**src/apm_defs.svh**
```systemverilog
// Register offsets, field positions, reset values and summary of the pixel mapper
// What this block does
// - Line graphics, nine-dot box: ninth dot copies eighth for codes C0..DF.
// - Line graphics on, nine-dot box: ninth dot is zero for all other codes.
// - Line graphics off, nine-dot box: ninth dot is plane 3 bit 7.
// - Boxes over nine dots take extra dots from plane 3 bits 7, 6, onward.
// - Mode bit 1 high selects mono attributes, low selects colour attributes.
// - Mode bit 0 high treats pixels as graphics, low as text.
// - Border colour register drives all eight colour outputs outside the screen.
// - Plane enable bits 5:4 pick which colour pair shows in status 5:4.
// - Plane enable bits 3:0 gate planes 0..3 into the pixel value in graphics mode only.
// - Panning field shifts video left by up to nine pixels.
// - Nine-dot modes: pan 8 no shift, 0..7 shift one to eight.
// - Six-dot pan 2 and seven-dot pan 1 mean no shift.
// - Colour select 3:2 give high colour bits; 256-colour bytes pass unchanged.
// - Mode bit 7 high: colour select 1:0 replace palette bits 5:4.
// - Bypass bit high: output equals palette input value.
// - Width field 00 gives eight bits per clock, 10 gives sixteen.
// - DAC protect high ignores palette writes; resets to zero.
// - Border protect high ignores writes to border bits 3:0; resets to zero.
// - Registers 16 and 17 take writes only while the key is unlocked.
// - Redefine bit protects palette; mono bits mean reverse, half, invisible, underline.
// - Colour redefinition: bits 7:5 background, 4:2 foreground, 1:0 font.
// - Mono redefinition: bits 2:0 select font; sequencer font register ignored.
// - Blinking toggles palette address bit 3 between lower and upper halves.
`ifndef APM_DEFS_SVH
`define APM_DEFS_SVH
`define APM_IDX_MODE       5'h10
`define APM_IDX_BORDER     5'h11
`define APM_IDX_PLANE      5'h12
`define APM_IDX_SHIFT      5'h13
`define APM_IDX_HICOLOR    5'h14
`define APM_IDX_OUTCFG     5'h16
`define APM_IDX_REDEF      5'h17
`define APM_MASK_MODE      8'hef
`define APM_MASK_PLANE     8'h3f
`define APM_MASK_SHIFT     8'h0f
`define APM_MASK_HICOLOR   8'h0f
`define APM_MASK_OUTCFG    8'hf3
`define APM_MASK_REDEF     8'h80
`define APM_REG_RESET      8'h00
`define APM_MODE_GFX       0
`define APM_MODE_MONO      1
`define APM_MODE_LGFX      2
`define APM_MODE_BLINK     3
`define APM_MODE_SECSEL    7
`define APM_CFG_BPROT      0
`define APM_CFG_DPROT      1
`define APM_CFG_BYPASS     7
`define APM_REDEF_BIT      7
`define APM_WIDE_CODE      2'b10
`define APM_LG_LO          8'hc0
`define APM_LG_HI          8'hdf
`define APM_HALF_LEVEL     8'h08
`define APM_FULL_LEVEL     8'h18
`define APM_FIFO_DEPTH     8
`define APM_PAN_TAPS       10
`endif

```
**src/apm_pkg.sv**
```systemverilog
// Types shared by the pixel mapper modules
package apm_pkg;
	typedef enum logic [0:0] {
		APM_PORT_INDEX = 1'b0,
		APM_PORT_DATA  = 1'b1
	} apm_port_e;
	typedef enum logic [1:0] {
		APM_SEL_ATTR   = 2'b00,
		APM_SEL_DATA   = 2'b01,
		APM_SEL_STATUS = 2'b10
	} apm_io_sel_e;
	typedef logic [7:0] apm_color_t;
endpackage

```
**src/apm_fifo.sv**
```systemverilog
// Pixel word FIFO with valid/ready on both sides
`timescale 1ns/1ps
module apm_fifo #(
	parameter int WIDTH = 8,
	parameter int DEPTH = 8
) (
	input  wire logic             clock,
	input  wire logic             resetn,
	input  wire logic             in_valid,
	output logic                  in_ready,
	input  wire logic [WIDTH-1:0] in_data,
	output logic                  out_valid,
	input  wire logic             out_ready,
	output logic      [WIDTH-1:0] out_data
);
	localparam int AW = $clog2(DEPTH);
	logic [WIDTH-1:0] mem_ff [DEPTH];
	logic [AW-1:0]    wr_ff;
	logic [AW-1:0]    rd_ff;
	logic [AW:0]      count_ff;
	logic             push;
	logic             pop;
	assign push      = in_valid && in_ready;
	assign pop       = out_valid && out_ready;
	assign in_ready  = (count_ff != (AW+1)'(DEPTH));
	assign out_valid = (count_ff != '0);
	assign out_data  = mem_ff[rd_ff];
	always_ff @(posedge clock) begin
		if (push) begin
			mem_ff[wr_ff] <= in_data;
		end
	end
	always_ff @(posedge clock or negedge resetn) begin
		if (!resetn) begin
			wr_ff    <= '0;
			rd_ff    <= '0;
			count_ff <= '0;
		end else begin
			if (push) begin
				wr_ff <= (wr_ff == AW'(DEPTH-1)) ? '0 : wr_ff + 1'b1;
			end
			if (pop) begin
				rd_ff <= (rd_ff == AW'(DEPTH-1)) ? '0 : rd_ff + 1'b1;
			end
			count_ff <= count_ff + (AW+1)'(push) - (AW+1)'(pop);
		end
	end
endmodule

```
**src/apm_palette_mem.sv**
```systemverilog
// Sixteen-entry palette memory, one write port and two registered read ports
`timescale 1ns/1ps
module apm_palette_mem (
	input  wire logic       clock,
	input  wire logic       wr_en,
	input  wire logic [3:0] wr_addr,
	input  wire logic [5:0] wr_data,
	input  wire logic       rda_en,
	input  wire logic [3:0] rda_addr,
	output logic      [5:0] rda_ff,
	input  wire logic [3:0] rdb_addr,
	output logic      [5:0] rdb_ff
);
	logic [5:0] mem_ff [16];
	always_ff @(posedge clock) begin
		if (wr_en) begin
			mem_ff[wr_addr] <= wr_data;
		end
	end
	always_ff @(posedge clock) begin
		if (rda_en) begin
			rda_ff <= mem_ff[rda_addr];
		end
		rdb_ff <= mem_ff[rdb_addr];
	end
endmodule

```
**src/apm_top.sv**
```systemverilog
// Attribute controller: register port, dot/attribute mapping, palette, panning, output
`timescale 1ns/1ps
`include "apm_defs.svh"
module apm_top import apm_pkg::*; (
	input  wire logic        clock,
	input  wire logic        resetn,
	input  wire logic        io_wr,
	input  wire logic        io_rd,
	input  wire logic [1:0]  io_sel,
	input  wire logic [7:0]  io_wdata,
	output logic      [7:0]  io_rdata_ff,
	input  wire logic        key_unlocked,
	input  wire logic [7:0]  timer_status,
	input  wire logic        pix_valid,
	output logic             pix_ready,
	input  wire logic        pix_border,
	input  wire logic        pix_linear,
	input  wire logic        pix_blink_phase,
	input  wire logic        pix_underline_row,
	input  wire logic [3:0]  pix_box_width,
	input  wire logic [3:0]  pix_dot,
	input  wire logic [7:0]  pix_code,
	input  wire logic [7:0]  pix_glyph,
	input  wire logic [7:0]  pix_plane3,
	input  wire logic [7:0]  pix_attr,
	output logic      [15:0] pixel_output_bus_ff,
	output logic             out_valid_ff,
	input  wire logic        out_ready,
	output logic      [2:0]  font_select_ff,
	output logic             font_override_ff
);
	localparam int FW = 44;
	apm_port_e  port_ff;
	logic       pal_src_ff;
	logic [4:0] index_ff;
	logic [7:0] mode_ff, border_ff, plane_ff, shift_ff, hicolor_ff, outcfg_ff, redef_ff;
	logic       data_wr, status_rd, pal_wr;
	logic [5:0] pal_a, pal_b;
	logic [FW-1:0] f_data;
	logic       f_valid, f_pop, advance;
	logic       f_border, f_linear, f_phase, f_uline;
	logic [3:0] f_width, f_dot;
	logic [7:0] f_code, f_glyph, f_p3, f_attr;
	logic       dot_on;
	logic [3:0] nxt_idx;
	logic       nxt_direct;
	apm_color_t nxt_dcol;
	logic [2:0] nxt_font;
	logic       a_valid_ff, a_border_ff, a_direct_ff;
	logic [3:0] a_idx_ff;
	apm_color_t a_dcol_ff, b_col;
	apm_color_t hist_ff [`APM_PAN_TAPS];
	logic [`APM_PAN_TAPS-1:0] hv_ff;
	logic [3:0] tap;
	logic       half_ff;
	logic [7:0] low_ff;

	function automatic logic [3:0] pan_shift(input logic [3:0] pan, input logic [3:0] w);
		logic [3:0] s;
		s = 4'h0;
		unique case (w)
			// Wrapping, or clamping at nine for other widths, keeps the tap inside the ten-pixel history for any panning value
			4'h6: s = 4'((5'(pan) + 5'h04) % 5'h06);
			4'h7: s = 4'((5'(pan) + 5'h06) % 5'h07);
			4'h9: s = (pan < 4'h8) ? pan + 4'h1 : 4'h0;
			default: s = (pan > 4'h9) ? 4'h9 : pan;
		endcase
		return s;
	endfunction

	function automatic logic ninth_dot(input logic [7:0] glyph, input logic [7:0] p3, input logic [7:0] code,
		input logic [3:0] dot, input logic [3:0] w, input logic lg);
		logic r;
		r = 1'b0;
		if (dot < 4'h8) begin
			r = glyph[3'(4'h7 - dot)];
		end else if (w == 4'h9) begin
			if (lg) begin
				r = (code >= `APM_LG_LO && code <= `APM_LG_HI) ? glyph[0] : 1'b0;
			end else begin
				r = p3[7];
			end
		end else begin
			r = p3[3'(4'hf - dot)];
		end
		return r;
	endfunction

	assign data_wr   = io_wr && io_sel == APM_SEL_ATTR && port_ff == APM_PORT_DATA;
	assign status_rd = io_rd && io_sel == APM_SEL_STATUS;
	// Palette writes are dropped while protected, so a stray write cannot spoil live video
	assign pal_wr    = data_wr && !index_ff[4] && !outcfg_ff[`APM_CFG_DPROT] && !redef_ff[`APM_REDEF_BIT];

	always_ff @(posedge clock or negedge resetn) begin
		if (!resetn) begin
			port_ff <= APM_PORT_INDEX;
		end else if (status_rd) begin
			port_ff <= APM_PORT_INDEX;
		end else if (io_wr && io_sel == APM_SEL_ATTR) begin
			port_ff <= (port_ff == APM_PORT_INDEX) ? APM_PORT_DATA : APM_PORT_INDEX;
		end
	end

	always_ff @(posedge clock or negedge resetn) begin
		if (!resetn) begin
			index_ff   <= '0;
			pal_src_ff <= 1'b0;
		end else if (io_wr && io_sel == APM_SEL_ATTR && port_ff == APM_PORT_INDEX && !status_rd) begin
			index_ff   <= io_wdata[4:0];
			pal_src_ff <= io_wdata[5];
		end
	end

	always_ff @(posedge clock or negedge resetn) begin
		if (!resetn) begin
			mode_ff    <= `APM_REG_RESET;
			border_ff  <= `APM_REG_RESET;
			plane_ff   <= `APM_REG_RESET;
			shift_ff   <= `APM_REG_RESET;
			hicolor_ff <= `APM_REG_RESET;
			outcfg_ff  <= `APM_REG_RESET;
			redef_ff   <= `APM_REG_RESET;
		end else if (data_wr) begin
			unique case (index_ff)
				`APM_IDX_MODE:    mode_ff <= io_wdata & `APM_MASK_MODE;
				`APM_IDX_BORDER: begin
					border_ff[7:4] <= io_wdata[7:4];
					if (!outcfg_ff[`APM_CFG_BPROT]) begin
						border_ff[3:0] <= io_wdata[3:0];
					end
				end
				`APM_IDX_PLANE:   plane_ff <= io_wdata & `APM_MASK_PLANE;
				`APM_IDX_SHIFT:   shift_ff <= io_wdata & `APM_MASK_SHIFT;
				`APM_IDX_HICOLOR: hicolor_ff <= io_wdata & `APM_MASK_HICOLOR;
				`APM_IDX_OUTCFG: begin
					if (key_unlocked) begin
						outcfg_ff <= io_wdata & `APM_MASK_OUTCFG;
					end
				end
				`APM_IDX_REDEF: begin
					if (key_unlocked) begin
						redef_ff <= io_wdata & `APM_MASK_REDEF;
					end
				end
				default: ;
			endcase
		end
	end

	// Status pair follows the last colour sent, a cheap loopback for display tests
	always_ff @(posedge clock or negedge resetn) begin
		if (!resetn) begin
			io_rdata_ff <= 8'h00;
		end else if (io_rd) begin
			unique case (io_sel)
				APM_SEL_ATTR:   io_rdata_ff <= {2'b00, pal_src_ff, index_ff};
				APM_SEL_STATUS: begin
					io_rdata_ff <= timer_status;
					unique case (plane_ff[5:4])
						2'b00: io_rdata_ff[5:4] <= {low_ff[2], low_ff[0]};
						2'b01: io_rdata_ff[5:4] <= {low_ff[5], low_ff[4]};
						2'b10: io_rdata_ff[5:4] <= {low_ff[3], low_ff[1]};
						2'b11: io_rdata_ff[5:4] <= {low_ff[7], low_ff[6]};
					endcase
				end
				default: begin
					unique case (index_ff)
						`APM_IDX_MODE:    io_rdata_ff <= mode_ff;
						`APM_IDX_BORDER:  io_rdata_ff <= border_ff;
						`APM_IDX_PLANE:   io_rdata_ff <= plane_ff;
						`APM_IDX_SHIFT:   io_rdata_ff <= shift_ff;
						`APM_IDX_HICOLOR: io_rdata_ff <= hicolor_ff;
						`APM_IDX_OUTCFG:  io_rdata_ff <= outcfg_ff;
						`APM_IDX_REDEF:   io_rdata_ff <= redef_ff;
						default:          io_rdata_ff <= index_ff[4] ? 8'h00 : {2'b00, pal_b};
					endcase
				end
			endcase
		end
	end

	apm_fifo #(.WIDTH(FW), .DEPTH(`APM_FIFO_DEPTH)) u_fifo (
		.clock     (clock),
		.resetn    (resetn),
		.in_valid  (pix_valid),
		.in_ready  (pix_ready),
		.in_data   ({pix_border, pix_linear, pix_blink_phase, pix_underline_row, pix_box_width, pix_dot,
		              pix_code, pix_glyph, pix_plane3, pix_attr}),
		.out_valid (f_valid),
		.out_ready (advance),
		.out_data  (f_data)
	);

	// Downstream stall reaches the FIFO, which then fills and drops pix_ready
	assign advance = !out_valid_ff || out_ready;
	assign f_pop   = f_valid && advance;
	assign {f_border, f_linear, f_phase, f_uline, f_width, f_dot, f_code, f_glyph, f_p3, f_attr} = f_data;
	assign dot_on  = ninth_dot(f_glyph, f_p3, f_code, f_dot, f_width, mode_ff[`APM_MODE_LGFX]);

	always_comb begin
		logic [2:0] rgb;
		logic       lit;
		rgb        = 3'h0;
		lit        = 1'b0;
		nxt_idx    = 4'h0;
		nxt_direct = 1'b0;
		nxt_dcol   = 8'h00;
		nxt_font   = 3'h0;
		if (f_linear) begin
			nxt_direct = 1'b1;
			nxt_dcol   = f_attr;
		end else if (mode_ff[`APM_MODE_GFX]) begin
			nxt_idx = f_attr[3:0] & plane_ff[3:0];
			if (mode_ff[`APM_MODE_BLINK] && nxt_idx[3]) begin
				nxt_idx[3] = !f_phase;
			end
		end else if (redef_ff[`APM_REDEF_BIT]) begin
			nxt_direct = 1'b1;
			if (mode_ff[`APM_MODE_MONO]) begin
				nxt_font = f_attr[2:0];
				lit = !f_attr[5] && ((dot_on || (f_uline && f_attr[4])) ^ f_attr[7]) && !(f_attr[3] && f_phase);
				nxt_dcol = lit ? (f_attr[6] ? `APM_HALF_LEVEL : `APM_FULL_LEVEL) : 8'h00;
			end else begin
				nxt_font = {1'b0, f_attr[1:0]};
				rgb      = dot_on ? f_attr[4:2] : f_attr[7:5];
				nxt_dcol = {1'b0, rgb, 1'b0, rgb};
			end
		end else if (mode_ff[`APM_MODE_MONO]) begin
			nxt_idx = dot_on ? {f_attr[3], 3'h7} : 4'h0;
			if (f_attr[6:0] == 7'h70) begin
				nxt_idx = dot_on ? 4'h0 : 4'h7;
			end
		end else begin
			nxt_idx = dot_on ? f_attr[3:0] : f_attr[7:4];
			if (mode_ff[`APM_MODE_BLINK]) begin
				nxt_idx = dot_on ? f_attr[3:0] : {1'b0, f_attr[6:4]};
				nxt_idx[3] = nxt_idx[3] ^ (f_attr[7] && f_phase);
			end
		end
	end

	apm_palette_mem u_pal (
		.clock    (clock),
		.wr_en    (pal_wr),
		.wr_addr  (index_ff[3:0]),
		.wr_data  (io_wdata[5:0]),
		.rda_en   (advance),
		.rda_addr (nxt_idx),
		.rda_ff   (pal_a),
		.rdb_addr (index_ff[3:0]),
		.rdb_ff   (pal_b)
	);

	always_ff @(posedge clock or negedge resetn) begin
		if (!resetn) begin
			a_valid_ff       <= 1'b0;
			a_border_ff      <= 1'b0;
			a_direct_ff      <= 1'b0;
			a_idx_ff         <= 4'h0;
			a_dcol_ff        <= 8'h00;
			font_select_ff   <= 3'h0;
			font_override_ff <= 1'b0;
		end else if (advance) begin
			a_valid_ff  <= f_pop;
			a_border_ff <= f_border || !pal_src_ff;
			a_direct_ff <= nxt_direct;
			a_idx_ff    <= nxt_idx;
			a_dcol_ff   <= nxt_dcol;
			if (f_pop) begin
				font_select_ff   <= nxt_font;
				font_override_ff <= redef_ff[`APM_REDEF_BIT] && !f_linear && !mode_ff[`APM_MODE_GFX];
			end
		end
	end

	always_comb begin
		if (a_border_ff) begin
			b_col = border_ff;
		end else if (a_direct_ff) begin
			b_col = a_dcol_ff;
		end else if (outcfg_ff[`APM_CFG_BYPASS]) begin
			b_col = {4'h0, a_idx_ff};
		end else begin
			b_col = {hicolor_ff[3:2], mode_ff[`APM_MODE_SECSEL] ? hicolor_ff[1:0] : pal_a[5:4], pal_a[3:0]};
		end
	end

	// Panning costs up to ten pixels of latency; the tap picks a later pixel to shift left
	genvar g;
	generate
		for (g = 0; g < `APM_PAN_TAPS; g++) begin : g_pan
			always_ff @(posedge clock or negedge resetn) begin
				if (!resetn) begin
					hist_ff[g] <= 8'h00;
					hv_ff[g]   <= 1'b0;
				end else if (advance) begin
					hist_ff[g] <= (g == 0) ? b_col : hist_ff[(g == 0) ? 0 : g-1];
					hv_ff[g]   <= (g == 0) ? a_valid_ff : hv_ff[(g == 0) ? 0 : g-1];
				end
			end
		end
	endgenerate
	assign tap = 4'h9 - pan_shift(shift_ff[3:0], f_width);

	always_ff @(posedge clock or negedge resetn) begin
		if (!resetn) begin
			pixel_output_bus_ff <= 16'h0000;
			out_valid_ff        <= 1'b0;
			half_ff             <= 1'b0;
			low_ff              <= 8'h00;
		end else if (advance) begin
			out_valid_ff <= 1'b0;
			if (hv_ff[tap]) begin
				low_ff <= hist_ff[tap];
				if (outcfg_ff[5:4] == `APM_WIDE_CODE) begin
					half_ff <= !half_ff;
					if (half_ff) begin
						pixel_output_bus_ff <= {hist_ff[tap], low_ff};
						out_valid_ff        <= 1'b1;
					end
				end else begin
					half_ff             <= 1'b0;
					pixel_output_bus_ff <= {8'h00, hist_ff[tap]};
					out_valid_ff        <= 1'b1;
				end
			end
		end
	end

	port_toggle_a: assert property (@(posedge clock) disable iff (!resetn)
		(io_wr && io_sel == APM_SEL_ATTR && !status_rd) |=> port_ff != $past(port_ff))
		else $error("index/data state did not flip on write");
	status_index_a: assert property (@(posedge clock) disable iff (!resetn)
		status_rd |=> port_ff == APM_PORT_INDEX)
		else $error("status read did not return to index state");
	key_lock_a: assert property (@(posedge clock) disable iff (!resetn)
		(data_wr && !key_unlocked && index_ff == `APM_IDX_OUTCFG) |=> $stable(outcfg_ff))
		else $error("locked register changed");
	border_guard_a: assert property (@(posedge clock) disable iff (!resetn)
		outcfg_ff[`APM_CFG_BPROT] |=> border_ff[3:0] == $past(border_ff[3:0]))
		else $error("protected border bits changed");
	palette_guard_a: assert property (@(posedge clock) disable iff (!resetn)
		(data_wr && !index_ff[4] && $stable(index_ff) && (outcfg_ff[`APM_CFG_DPROT] || redef_ff[`APM_REDEF_BIT]))
		|=> ##1 pal_b == $past(pal_b, 2))
		else $error("palette written while protected");
	narrow_out_a: assert property (@(posedge clock) disable iff (!resetn)
		(outcfg_ff[5:4] == 2'b00 && advance && hv_ff[tap]) |=> out_valid_ff && pixel_output_bus_ff[15:8] == 8'h00)
		else $error("eight-bit output malformed");
	nine_pan_a: assert property (@(posedge clock) disable iff (!resetn)
		(f_width == 4'h9 && shift_ff[3:0] == 4'h8) |-> tap == 4'h9)
		else $error("pan 8 in nine-dot mode shifted");
	lg_zero_a: assert property (@(posedge clock) disable iff (!resetn)
		(mode_ff[`APM_MODE_LGFX] && f_width == 4'h9 && f_dot == 4'h8 && f_code < `APM_LG_LO) |-> !dot_on)
		else $error("ninth dot not zero outside line-graphics range");
	border_out_a: assert property (@(posedge clock) disable iff (!resetn)
		(advance && a_border_ff) |=> hist_ff[0] == $past(border_ff))
		else $error("border colour not shown");
endmodule

```
**config.mk**
```make
export PLATFORM = sky130hd
export DESIGN_NAME = apm_top
export DESIGN_NICKNAME = d
export VERILOG_FILES = /design/src/apm_pkg.sv /design/src/apm_fifo.sv /design/src/apm_palette_mem.sv /design/src/apm_top.sv
export VERILOG_INCLUDE_DIRS = /design/src
export SDC_FILE = /design/constraint.sdc
export NUM_CORES = 1
export LEC_CHECK = 0
export ABC_AREA = 0
export BUFFER_PORTS_ARGS = -buffer_cell sky130_fd_sc_hd__buf_2
export CAP_MARGIN = 10
export CORE_ASPECT_RATIO = 1.2
export CORE_MARGIN = 3
export CORE_UTILIZATION = 35
export CTS_BUF_LIST = sky130_fd_sc_hd__clkbuf_8
export DETAILED_ROUTE_END_ITERATION = 16
export HOLD_SLACK_MARGIN = 0.06
export PLACE_DENSITY_LB_ADDON = 0.08
export SLEW_MARGIN = 15
export SYNTH_ARGS = -nofsm -noshare
export SYNTH_HDL_FRONTEND = slang
export SYNTH_HIERARCHICAL = 1
export SYNTH_SLANG_ARGS = --single-unit
```
**constraint.sdc**
```tcl
create_clock -name clock -period 9.35 [get_ports clock]
set_input_delay 1.4025 -clock clock [delete_from_list [all_inputs] [get_ports clock]]
set_output_delay 1.4025 -clock clock [all_outputs]
set_load 0.01 [all_outputs]
```
==> metrics.md, run 1 <==
| Metric | Value |
|---|---|
| Htree depth | `3` |
| DRT antenna net count | `0` |
| Synth warn | `6` |
| Core Footprint | `78300 um^2` |
| Area added between synthesis and finish | `13.0%` |
| Final Hold Viols | `0` |
| Fin crit period | `7.34 ns` |
| Worst min path class | `flop to flop` |
| Critical-path cell list | `inv_1, ha_1, xor2_2, inv_2, ha_1, nand4_1, o22ai_1, a211oi_1, nor2_1, ha_1, o221a_2, a211oi_1, a221oi_2, nand2_2, inv_2, ha_1, inv_1, nand3_1, a21oi_2, o21ai_4, a21oi_4, mux2_2` |
| Slowest CP cell | `dfrtp_1` |
| Fin Clk Skew | `0.0295 ns` |
| Dpl ws | `1.96 ns` |
| Residual DRC count | `0` |
| CP most frequent cell | `ha_1` |
| Max Slew Vio Count | `0` |
| Full die area | `83000 um^2` |
| Crit-path max FO | `25` |
| Fmax | `136 MHz` |
| Clock buffer depth | `3` |
| Worst Max-Slew Pin Slew | `1.14 ns` |
| Seq. cell area | `17500 um^2` |
| Pre-Repair DR Iteration Count | `5` |
| Row count | `112` |
| Number of gates resized after cts | `0` |
| Syn nets | `1937` |
| Placed cell count | `2891` |
| Worst-Skew Late Latency | `0.68 ns` |
| Number of vias per cell | `5.21` |
| Most common cell after layout, fill and taps aside | `edfxtp_1` |
| Post-route setup slack | `2.01 ns` |
| Number of max-cap violations | `0` |
| Final setup viols | `0` |
| Layout Nets | `2070` |
| Syn Area/Cell | `15.1 um^2` |
| Num Clock Sinks | `616` |
| GPL Wtd Cong | `0.762` |
| Cts bufs inserted | `104` |
| CP startpoint kind | `flop` |
| Final WL | `68.3 mm` |
| Worst Hold Slack | `0.462 ns` |
| Total global-route track usage | `16.4%` |
| WL per Instance | `22.1 um` |
| Chip Height | `315 um` |
| Util after Layout | `40.2%` |
| CP endpoint kind | `flop` |
| GRT overflow | `0` |
| Worst vdd ir | `0.000167 V` |
| CTS tree | `built` |
| Layout cell share with drive strength beyond 1 | `23.1%` |
| First DRT Iteration DRCs | `953` |
| First-pass GRT wire length | `104 mm` |
| Non-Filler Instances | `3088` |
| Reg clk slew, reported paths | `0.07 ns` |
| Post-cts hold buffer count | `0` |
| Period utilization | `78.5%` |
| Setup_tns | `0 ns` |
| Antenna violations before repair | `9` |
| P_leak | `12.2 nW` |
| Pwr dens | `334 nW/um^2` |
| Leading cell types in the layout, fill and taps excluded | `edfxtp_1, nand2_1, dfrtp_1` |
| IO Pins | `99` |
| Fillcell total | `7293` |
| Worst Path Arrival | `7.88 ns` |
| Cells after synthesis | `1838` |
| Largest net degree at the start of global routing | `78` |
| Status | `complete, no violations` |
| RSZ-0062 raised after global routing | `false` |
| Via count | `16100` |
| Initial Utilization | `35.5%` |
| Die Width | `263 um` |
| Worst relative slew slack | `23.3%` |
| Mapped Area | `27800 um^2` |
| Post-CTS setup buffers | `0` |
| Crit Path Class | `flop to flop` |
| Vias in the first global route | `17000` |
| Clk Tree Root Cell | `clkbuf_8` |
| Multi-input logic area | `9790 um^2` |
| Dpl hpwl | `41.8 mm` |
| PortBufs | `91` |
| Max stage delay on crit path | `0.73 ns` |
| Worst path required time | `9.89 ns` |
## power by group
| group | leakage [nW] | internal [mW] | total (mW) | switching [mW] |
|---|---|---|---|---|
| clock | 1.17 | 1.33 | 2.42 | 1.09 |
| sequential | 6.37 | 3.47 | 3.87 | 0.400 |
| combinational | 4.63 | 1.82 | 4.23 | 2.40 |
## final timing paths
kind	from	end	slack, ns	cells after the start
max reg2reg	shift_ff[1]$_DFFE_PN0P_	half_ff$_DFFE_PN0P_	2.01	22
min in group asynchronous	resetn	hist_ff[34]$_DFFE_PN0N_	0.71	1
max	shift_ff[1]$_DFFE_PN0P_	half_ff$_DFFE_PN0P_	2.01	22
min reg2reg	hist_ff[0]$_DFFE_PN0N_	hist_ff[0]$_DFFE_PN0N_	0.46	2
max in group asynchronous	resetn	hist_ff[13]$_DFFE_PN0N_	7.15	2
min	hist_ff[0]$_DFFE_PN0N_	hist_ff[0]$_DFFE_PN0N_	0.46	2
## cell type report
class	count	share of cell area (%)
Sequential cell	616	55.5
Timing Repair Buffer	120	2.21
Clock buffer	112	4.90
Multi-Input combinational cell	1098	31.1
Inverter	31	0.374
Clock inverter	79	1.75
Tap cell	1026	4.08
Antenna cell	6	0.0477
## metal layers
layer	track usage (%)	wire [um]
met2	28.1	33800
met4	5.34	1690
met3	3.35	3500
met5	0	48
met1	20.9	29300
## per-stage QoR
stage | area, um^2 | total power [mW]
floorplan | 27800 | 7.00
global placement | 29300 | 8.19
detailed placement | 29300 | 8.24
CTS | 31400 | 10.7
global route | 31400 | 11.2
finish | 31500 | 10.5
## state kept, by name, summed over array words and instances (netlist names), 5 cells and up
| name | flops |
|---|---|
| border_ff | 8 |
| u_pal/mem_ff | 96 |
| mode_ff | 7 |
| plane_ff | 6 |
| io_rdata_ff | 8 |
| low_ff | 8 |
| outcfg_ff | 6 |
| u_pal/rdb_ff | 6 |
| u_pal/rda_ff | 6 |
| pixel_output_bus_ff | 16 |
| index_ff | 5 |
| u_fifo/mem_ff | 312 |
| a_dcol_ff | 8 |
| hist_ff | 80 |
| hv_ff | 10 |
## worst max-delay path, delay by kind of cell (launching register included)
family / cells / cell delay (ns)
adders and majority gates: 4 / 1.67
and+or+nand+nor: 4 / 0.91
AOI/OAI and AO/OA: 8 / 2.43
buffers and inverters: 4 / 0.80
xor gates and xnor gates: 1 / 0.23
DFF: 1 / 0.73
muxes: 1 / 0.41
No activity file was read; power rests on OpenSTA's default activity.
==> run 2: changes to the inputs <==
==> constraint.sdc (replaced) <==
create_clock -name clock -period 6.5 [get_ports clock]
set_input_delay 0.975 -clock clock [delete_from_list [all_inputs] [get_ports clock]]
set_output_delay 0.975 -clock clock [all_outputs]
set_load 0.01 [all_outputs]
==> run 2 against run 1 <==
Sequential share of layout area down 0.45 points. Largest cell class unchanged. Design area up 0.82%. Non-clock buffer count up 26. Via count up 1.1%. Total power up 46%. Clock power up 45%. Register-to-register slack worse by 1.3 ns. Count of clock-buffer cells in the layout up 3. First-iteration DRC count up 12%. Routed wire length up 0.41%. Utilization up 0.33 points. Cell count up 0.94%.
==> metrics.md, run 2 (synthesis results as in run 1) <==
| Metric | Value |
|---|---|
| Status | `complete, no violations` |
| Largest regs | `u_fifo/mem_ff (312), u_pal/mem_ff (96), hist_ff (80)` |
| Final setup viols | `0 (unchanged)` |
| Largest reg by FF count | `u_fifo/mem_ff` |
| Crit Path Class | `flop to flop` |
| Post-cts hold buffer count | `0 (unchanged)` |
| Htree depth | `3 (unchanged)` |
| Pre-Repair DR Iteration Count | `5 (unchanged)` |
| Worst-Skew Late Latency | `0.71 ns (+0.03 ns)` |
| Die Width | `263 um (unchanged)` |
| First DRT Iteration DRCs | `1071 (+12%)` |
| P_leak | `12.3 nW (+1.2%)` |
| Worst Hold Slack | `0.331 ns (-0.131 ns)` |
| Number of gates resized after cts | `0 (unchanged)` |
| Worst vdd ir | `0.000249 V (+49%)` |
| Post-CTS setup buffers | `0 (unchanged)` |
| First-pass GRT wire length | `105 mm (+0.60%)` |
| Max Slew Vio Count | `0 (unchanged)` |
| Fmax | `171 MHz (+26%)` |
| Max reg flops | `312 (unchanged)` |
| Clk Tree Root Cell | `clkbuf_8` |
| PortBufs | `91 (unchanged)` |
| Number of vias per cell | `5.22 (+0.12%)` |
| Num Clock Sinks | `616 (unchanged)` |
| Multi-input logic area | `9790 um^2 (about the same)` |
| Setup_tns | `0 ns (unchanged)` |
| Cell Area, Placed | `29600 um^2 (+0.75%)` |
| Row count | `112 (unchanged)` |
| CTS tree | `built` |
| Pwr dens | `486 nW/um^2 (+45%)` |
| Worst Max-Slew Pin Slew | `1.20 ns (+0.0566 ns)` |
| Cts bufs inserted | `106 (+1.9%)` |
| Worst Path Arrival | `6.40 ns (-1.48 ns)` |
| Cells on worst reg2reg path | `22 (unchanged)` |
| CP startpoint kind | `flop` |
| Largest net degree at the start of global routing | `94 (+21%)` |
| Reg clk slew, reported paths | `0.06 ns (about the same)` |
| GRT overflow | `0 (unchanged)` |
| Clock buffer depth | `3 (unchanged)` |
| Fillcell total | `7283 (-0.14%)` |
| Seq. cell area | `17500 um^2 (unchanged)` |
| Most common cell after layout, fill and taps aside | `edfxtp_1` |
| Leading cell types in the layout, fill and taps excluded | `edfxtp_1, nand2_1, dfrtp_1` |
| GPL Wtd Cong | `0.756 (-0.76%)` |
| Final WL | `68.6 mm (+0.41%)` |
| Number of max-cap violations | `0 (unchanged)` |
| Worst path required time | `7.07 ns (-2.82 ns)` |
| Layout cell share with drive strength beyond 1 | `24.5% (+1.5 points)` |
| WL per Instance | `22.0 um (-0.53%)` |
| Core Footprint | `78300 um^2 (unchanged)` |
| Total global-route track usage | `16.6% (+0.16 points)` |
| Crit-path max FO | `12 (-52%)` |
| CP endpoint kind | `flop` |
| Worst min path class | `primary input to asynchronous set/reset pin` |
| DRT antenna net count | `0 (unchanged)` |
| Final Hold Viols | `0 (unchanged)` |
| Layout Nets | `2098 (+1.4%)` |
| Worst relative slew slack | `19.5% (-3.8 points)` |
| IO Pins | `99 (unchanged)` |
| RSZ-0062 raised after global routing | `false` |
| Fin Clk Skew | `0.0331 ns (+0.00363 ns)` |
| Dpl hpwl | `42.7 mm (+2.1%)` |
| Full die area | `83000 um^2 (unchanged)` |
| Final instance area | `31700 um^2 (+0.82%)` |
| Vias in the first global route | `16900 (-0.22%)` |
| Residual DRC count | `0 (unchanged)` |
| Antenna violations before repair | `10 (+1)` |
| Via count | `16300 (+1.1%)` |
| Fin crit period | `5.83 ns (-1.51 ns)` |
| Chip Height | `315 um (unchanged)` |
| Initial Utilization | `35.5% (unchanged)` |
| Period utilization | `89.7% (+11 points)` |
| Area added between synthesis and finish | `13.9%` |
## run 2: cell count changes in the layout (fill, tap and decap cells not counted), moves of 2 or more
cell,previous run,this run
buf_12,1,3
buf_4,28,52
inv_1,52,48
clkinv_2,22,28
clkinv_1,22,18
clkbuf_8,113,116
clkinvlp_4,3,5
## run 2: worst paths after layout
| path | start | endpoint | slack (ns) |
|---|---|---|---|
| max | shift_ff[2]$_DFFE_PN0P_ | low_ff[7]$_DFFE_PN0P_ | 0.67 |
| min | resetn | hist_ff[8]$_DFFE_PN0N_ | 0.33 |
| max reg2reg | shift_ff[2]$_DFFE_PN0P_ | low_ff[7]$_DFFE_PN0P_ | 0.67 |
| min reg2reg | hist_ff[0]$_DFFE_PN0N_ | hist_ff[0]$_DFFE_PN0N_ | 0.46 |
| max in group asynchronous | resetn | u_fifo/rd_ff[0]$_DFFE_PN0P_ | 4.88 |
| min in group clock | hist_ff[0]$_DFFE_PN0N_ | hist_ff[0]$_DFFE_PN0N_ | 0.46 |
## run 2: through the flow
stage	setup WS [ns]	std cells	power (mW)	utilization (%)
2_1_floorplan	0.849	1838	10.1	-
3_3_place_gp	0.690	2917	12.0	37.7
3_5_place_dp	0.548	2917	12.1	37.7
4_1_cts	0.543	3111	15.7	40.5
5_1_grt	0.168	3113	16.4	40.5
6_report	0.669	3117	15.4	40.5
## run 2: cell type report
class / count / area share, %
multi-input combinational: 1098 / 30.9
inverter: 31 / 0.371
timing repair buffer: 146 / 2.88
antenna: 6 / 0.0473
sequential: 616 / 55.1
clock buffer: 115 / 4.99
clock inverter: 79 / 1.71
tap: 1026 / 4.05
## run 2: layer usage
metal	track usage, %	part of all wire, %
met4	4.98	1.9
met5	0	0.099
met2	28.6	50
met1	20.9	42
met3	3.70	5.1
## run 2: report_power, final
part / total, mW / switching [mW] / internal [mW]
sequential: 5.52 / 0.523 / 5.00
combinational: 6.37 / 3.56 / 2.81
clock: 3.51 / 1.60 / 1.91
## run 2: worst max-delay path, stage by stage (launching register included)
cell       delay, ns
dfrtp_1         0.52
inv_1           0.17
ha_1            0.27
xor2_2          0.25
inv_2           0.13
ha_1            0.26
nor2b_1         0.19
a21o_1          0.21
a311oi_1        0.44
nor2_1          0.12
ha_1            0.28
o221a_2         0.29
a211oi_1        0.33
a221oi_2        0.15
nand2_2         0.09
inv_2           0.08
ha_1            0.32
buf_4           0.25
mux2i_1         0.21
nor3_1          0.07
a2111oi_2       0.51
a21oi_1         0.25
mux2_2          0.31
==> run 3: changes to the inputs <==
--- a/config.mk
+++ b/config.mk
@@ -16,6 +16,7 @@
 export DETAILED_ROUTE_END_ITERATION = 16
 export HOLD_SLACK_MARGIN = 0.06
 export PLACE_DENSITY_LB_ADDON = 0.08
+export RECOVER_POWER = 50
 export SLEW_MARGIN = 15
 export SYNTH_ARGS = -nofsm -noshare
 export SYNTH_HDL_FRONTEND = slang
==> run 3 against run 2 <==
The flow now finishes with violations (capacitance limit, slew limit). Setup slack got worse by 0.021 ns. Combinational power about the same. Global-route usage stayed put. Flip-flop and latch count unchanged. Count of clock-buffer cells in the layout is the same. Register-to-register slack got worse by 0.02 ns. Utilization is 0.11 points lower. Die area did not move. Critical endpoint unchanged.
==> metrics.md, run 3 (synthesis results as in run 1) <==
| Metric | Value |
|---|---|
| WL per Instance | `22.0 um (+0.12%)` |
| Fin Clk Skew | `0.0358 ns (+0.00273 ns)` |
| Max reg flops | `312 (unchanged)` |
| Die Width | `263 um (unchanged)` |
| Full die area | `83000 um^2 (unchanged)` |
| Largest reg by FF count | `u_fifo/mem_ff` |
| Dpl hpwl | `42.7 mm (unchanged)` |
| Layout Nets | `2098 (unchanged)` |
| Worst vdd ir | `0.000249 V (about the same)` |
| Most common cell after layout, fill and taps aside | `edfxtp_1` |
| Pwr dens | `487 nW/um^2 (+0.27%)` |
| Vias in the first global route | `16900 (unchanged)` |
| Leading cell types in the layout, fill and taps excluded | `edfxtp_1, nand2_1, dfrtp_1` |
| Clk Tree Root Cell | `clkbuf_8` |
| Cts bufs inserted | `106 (unchanged)` |
| Worst hold stages | `2` |
| Antenna violations before repair | `10 (unchanged)` |
| Crit Path Class | `flop to flop` |
| Final setup viols | `0 (unchanged)` |
| Period utilization | `90.0% (+0.32 points)` |
| CP startpoint kind | `flop` |
| First DRT Iteration DRCs | `998 (-6.8%)` |
| First-pass GRT wire length | `105 mm (unchanged)` |
| Multi-input logic area | `9780 um^2 (about the same)` |
| Crit-path max FO | `12 (unchanged)` |
| GPL Wtd Cong | `0.756 (unchanged)` |
| Via count | `16200 (-0.30%)` |
| Htree depth | `3 (unchanged)` |
| Fin crit period | `5.85 ns (+0.0209 ns)` |
| Area added between synthesis and finish | `13.6%` |
| Num Clock Sinks | `616 (unchanged)` |
| Setup_tns | `0 ns (unchanged)` |
| Fillcell total | `7309 (+0.36%)` |
| Post-route setup slack | `0.648 ns (-0.0209 ns)` |
| Chip Height | `315 um (unchanged)` |
| P_leak | `12.2 nW (-1.2%)` |
| Worst Path Arrival | `6.42 ns (+0.02 ns)` |
| Row count | `112 (unchanged)` |
| Max Slew Vio Count | `190 (+190)` |
| Clock buffer depth | `3 (unchanged)` |
| Reg clk slew, reported paths | `0.06 ns (about the same)` |
| Residual DRC count | `0 (unchanged)` |
| IO Pins | `99 (unchanged)` |
| Pre-Repair DR Iteration Count | `5 (unchanged)` |
| CTS tree | `built` |
| Number of vias per cell | `5.20 (-0.26%)` |
| Worst relative slew slack | `-253% (-270 points)` |
| Fmax | `171 MHz (-0.36%)` |
| Layout cell share with drive strength beyond 1 | `22.1% (-2.4 points)` |
| Largest net degree at the start of global routing | `94 (unchanged)` |
| Largest regs | `u_fifo/mem_ff (312), u_pal/mem_ff (96), hist_ff (80)` |
| GRT overflow | `0 (unchanged)` |
| Worst path required time | `7.07 ns (about the same)` |
| Cells on worst reg2reg path | `22 (unchanged)` |
| Initial Utilization | `35.5% (unchanged)` |
| Final WL | `68.7 mm (about the same)` |
| Seq. cell area | `17500 um^2 (unchanged)` |
| Worst min path class | `flop to flop` |
| Total global-route track usage | `16.6% (unchanged)` |
| Number of max-cap violations | `3 (+3)` |
| RSZ-0062 raised after global routing | `false` |
| Final Hold Viols | `0 (unchanged)` |
| Core Footprint | `78300 um^2 (unchanged)` |
| PortBufs | `91 (unchanged)` |
| Worst Max-Slew Pin Slew | `5.30 ns (+4.10 ns)` |
| Worst-Skew Late Latency | `0.72 ns (about the same)` |
| Failing checks | `capacitance limit, slew limit` |
| Dpl ws | `0.548 ns (unchanged)` |
| DRT antenna net count | `0 (unchanged)` |
| CP endpoint kind | `flop` |
| Status | `finished with violations` |
run 3: cell count changes in the layout (fill, tap and decap cells not counted):
cell        delta
nor2b_1        +1
clkinv_2       -1
nor2b_4        -1
buf_2         -46
buf_4          -4
clkbuf_1      +50
clkinvlp_2     +1
clkbuf_4       +1
diode_2        -1
clkbuf_8       -1
run 3: through the flow:
stage	instance area [um^2]	hold slack (ns)	std cells	total power, mW	utilization, %
detailed placement	29600	0.450	2917	12.1	37.7
global placement	29600	0.448	2917	12.0	37.7
global route	31600	0.481	3113	16.4	40.4
finish	31600	0.459	3116	15.4	40.4
floorplan	27800	0.433	1838	10.1	-
CTS	31700	0.300	3111	15.7	40.5
run 3: final cells by class:
| type | count | area share (%) |
|---|---|---|
| sequential | 616 | 55.2 |
| tap | 1026 | 4.06 |
| antenna | 5 | 0.0396 |
| inverter | 31 | 0.372 |
| clock buffer | 115 | 5.01 |
| multi-input combinational | 1098 | 30.9 |
| clock inverter | 79 | 1.72 |
| timing repair buffer | 146 | 2.64 |
run 3: final timing paths:
kind | slack, ns | start | end
min in group asynchronous | 2.21 | resetn | hist_ff[8]$_DFFE_PN0N_
max reg2reg | 0.65 | shift_ff[2]$_DFFE_PN0P_ | low_ff[7]$_DFFE_PN0P_
max | 0.65 | shift_ff[2]$_DFFE_PN0P_ | low_ff[7]$_DFFE_PN0P_
min | 0.46 | hist_ff[0]$_DFFE_PN0N_ | hist_ff[0]$_DFFE_PN0N_
max in group asynchronous | 1.13 | resetn | u_fifo/rd_ff[0]$_DFFE_PN0P_
min reg2reg | 0.46 | hist_ff[0]$_DFFE_PN0N_ | hist_ff[0]$_DFFE_PN0N_
run 3: what timing repair did:
item / CTS / global route
setup buffers: 0 / 0
resized for setup: 0 / 1
setup endpoints to repair: 0 / 13
hold buffers: 0 / 0
run 3: power by group:
part / internal, mW / leakage, nW / switching (mW)
combinational: 2.80 / 4.61 / 3.57
sequential: 5.00 / 6.37 / 0.521
clock: 1.91 / 1.18 / 1.60
total: 9.71 / 12.2 / 5.69
run 3: worst max-delay path, stage by stage, from the launching register on:
cell and delay (ns):
dfrtp_1 0.51, inv_1 0.17, ha_1 0.27, xor2_2 0.25, inv_2 0.12, ha_1 0.26
nor2b_1 0.19, a21o_1 0.21, a311oi_1 0.44, nor2_1 0.12, ha_1 0.28, o221a_2 0.29
a211oi_1 0.33, a221oi_2 0.15, nand2_2 0.10, inv_2 0.08, ha_1 0.32, buf_4 0.25
mux2i_1 0.21, nor3_1 0.07, a2111oi_2 0.53, a21oi_1 0.25, mux2_2 0.31
run 3: metal layers:
metal  global-route usage [%]  up-vias  routed length [um]
li1                         -     7468                   -
met1                     20.9     8293               29100
met2                     28.6      322               34800
met3                     3.70      115                3490
met4                     4.98       10                1320
met5                        0        -                  68
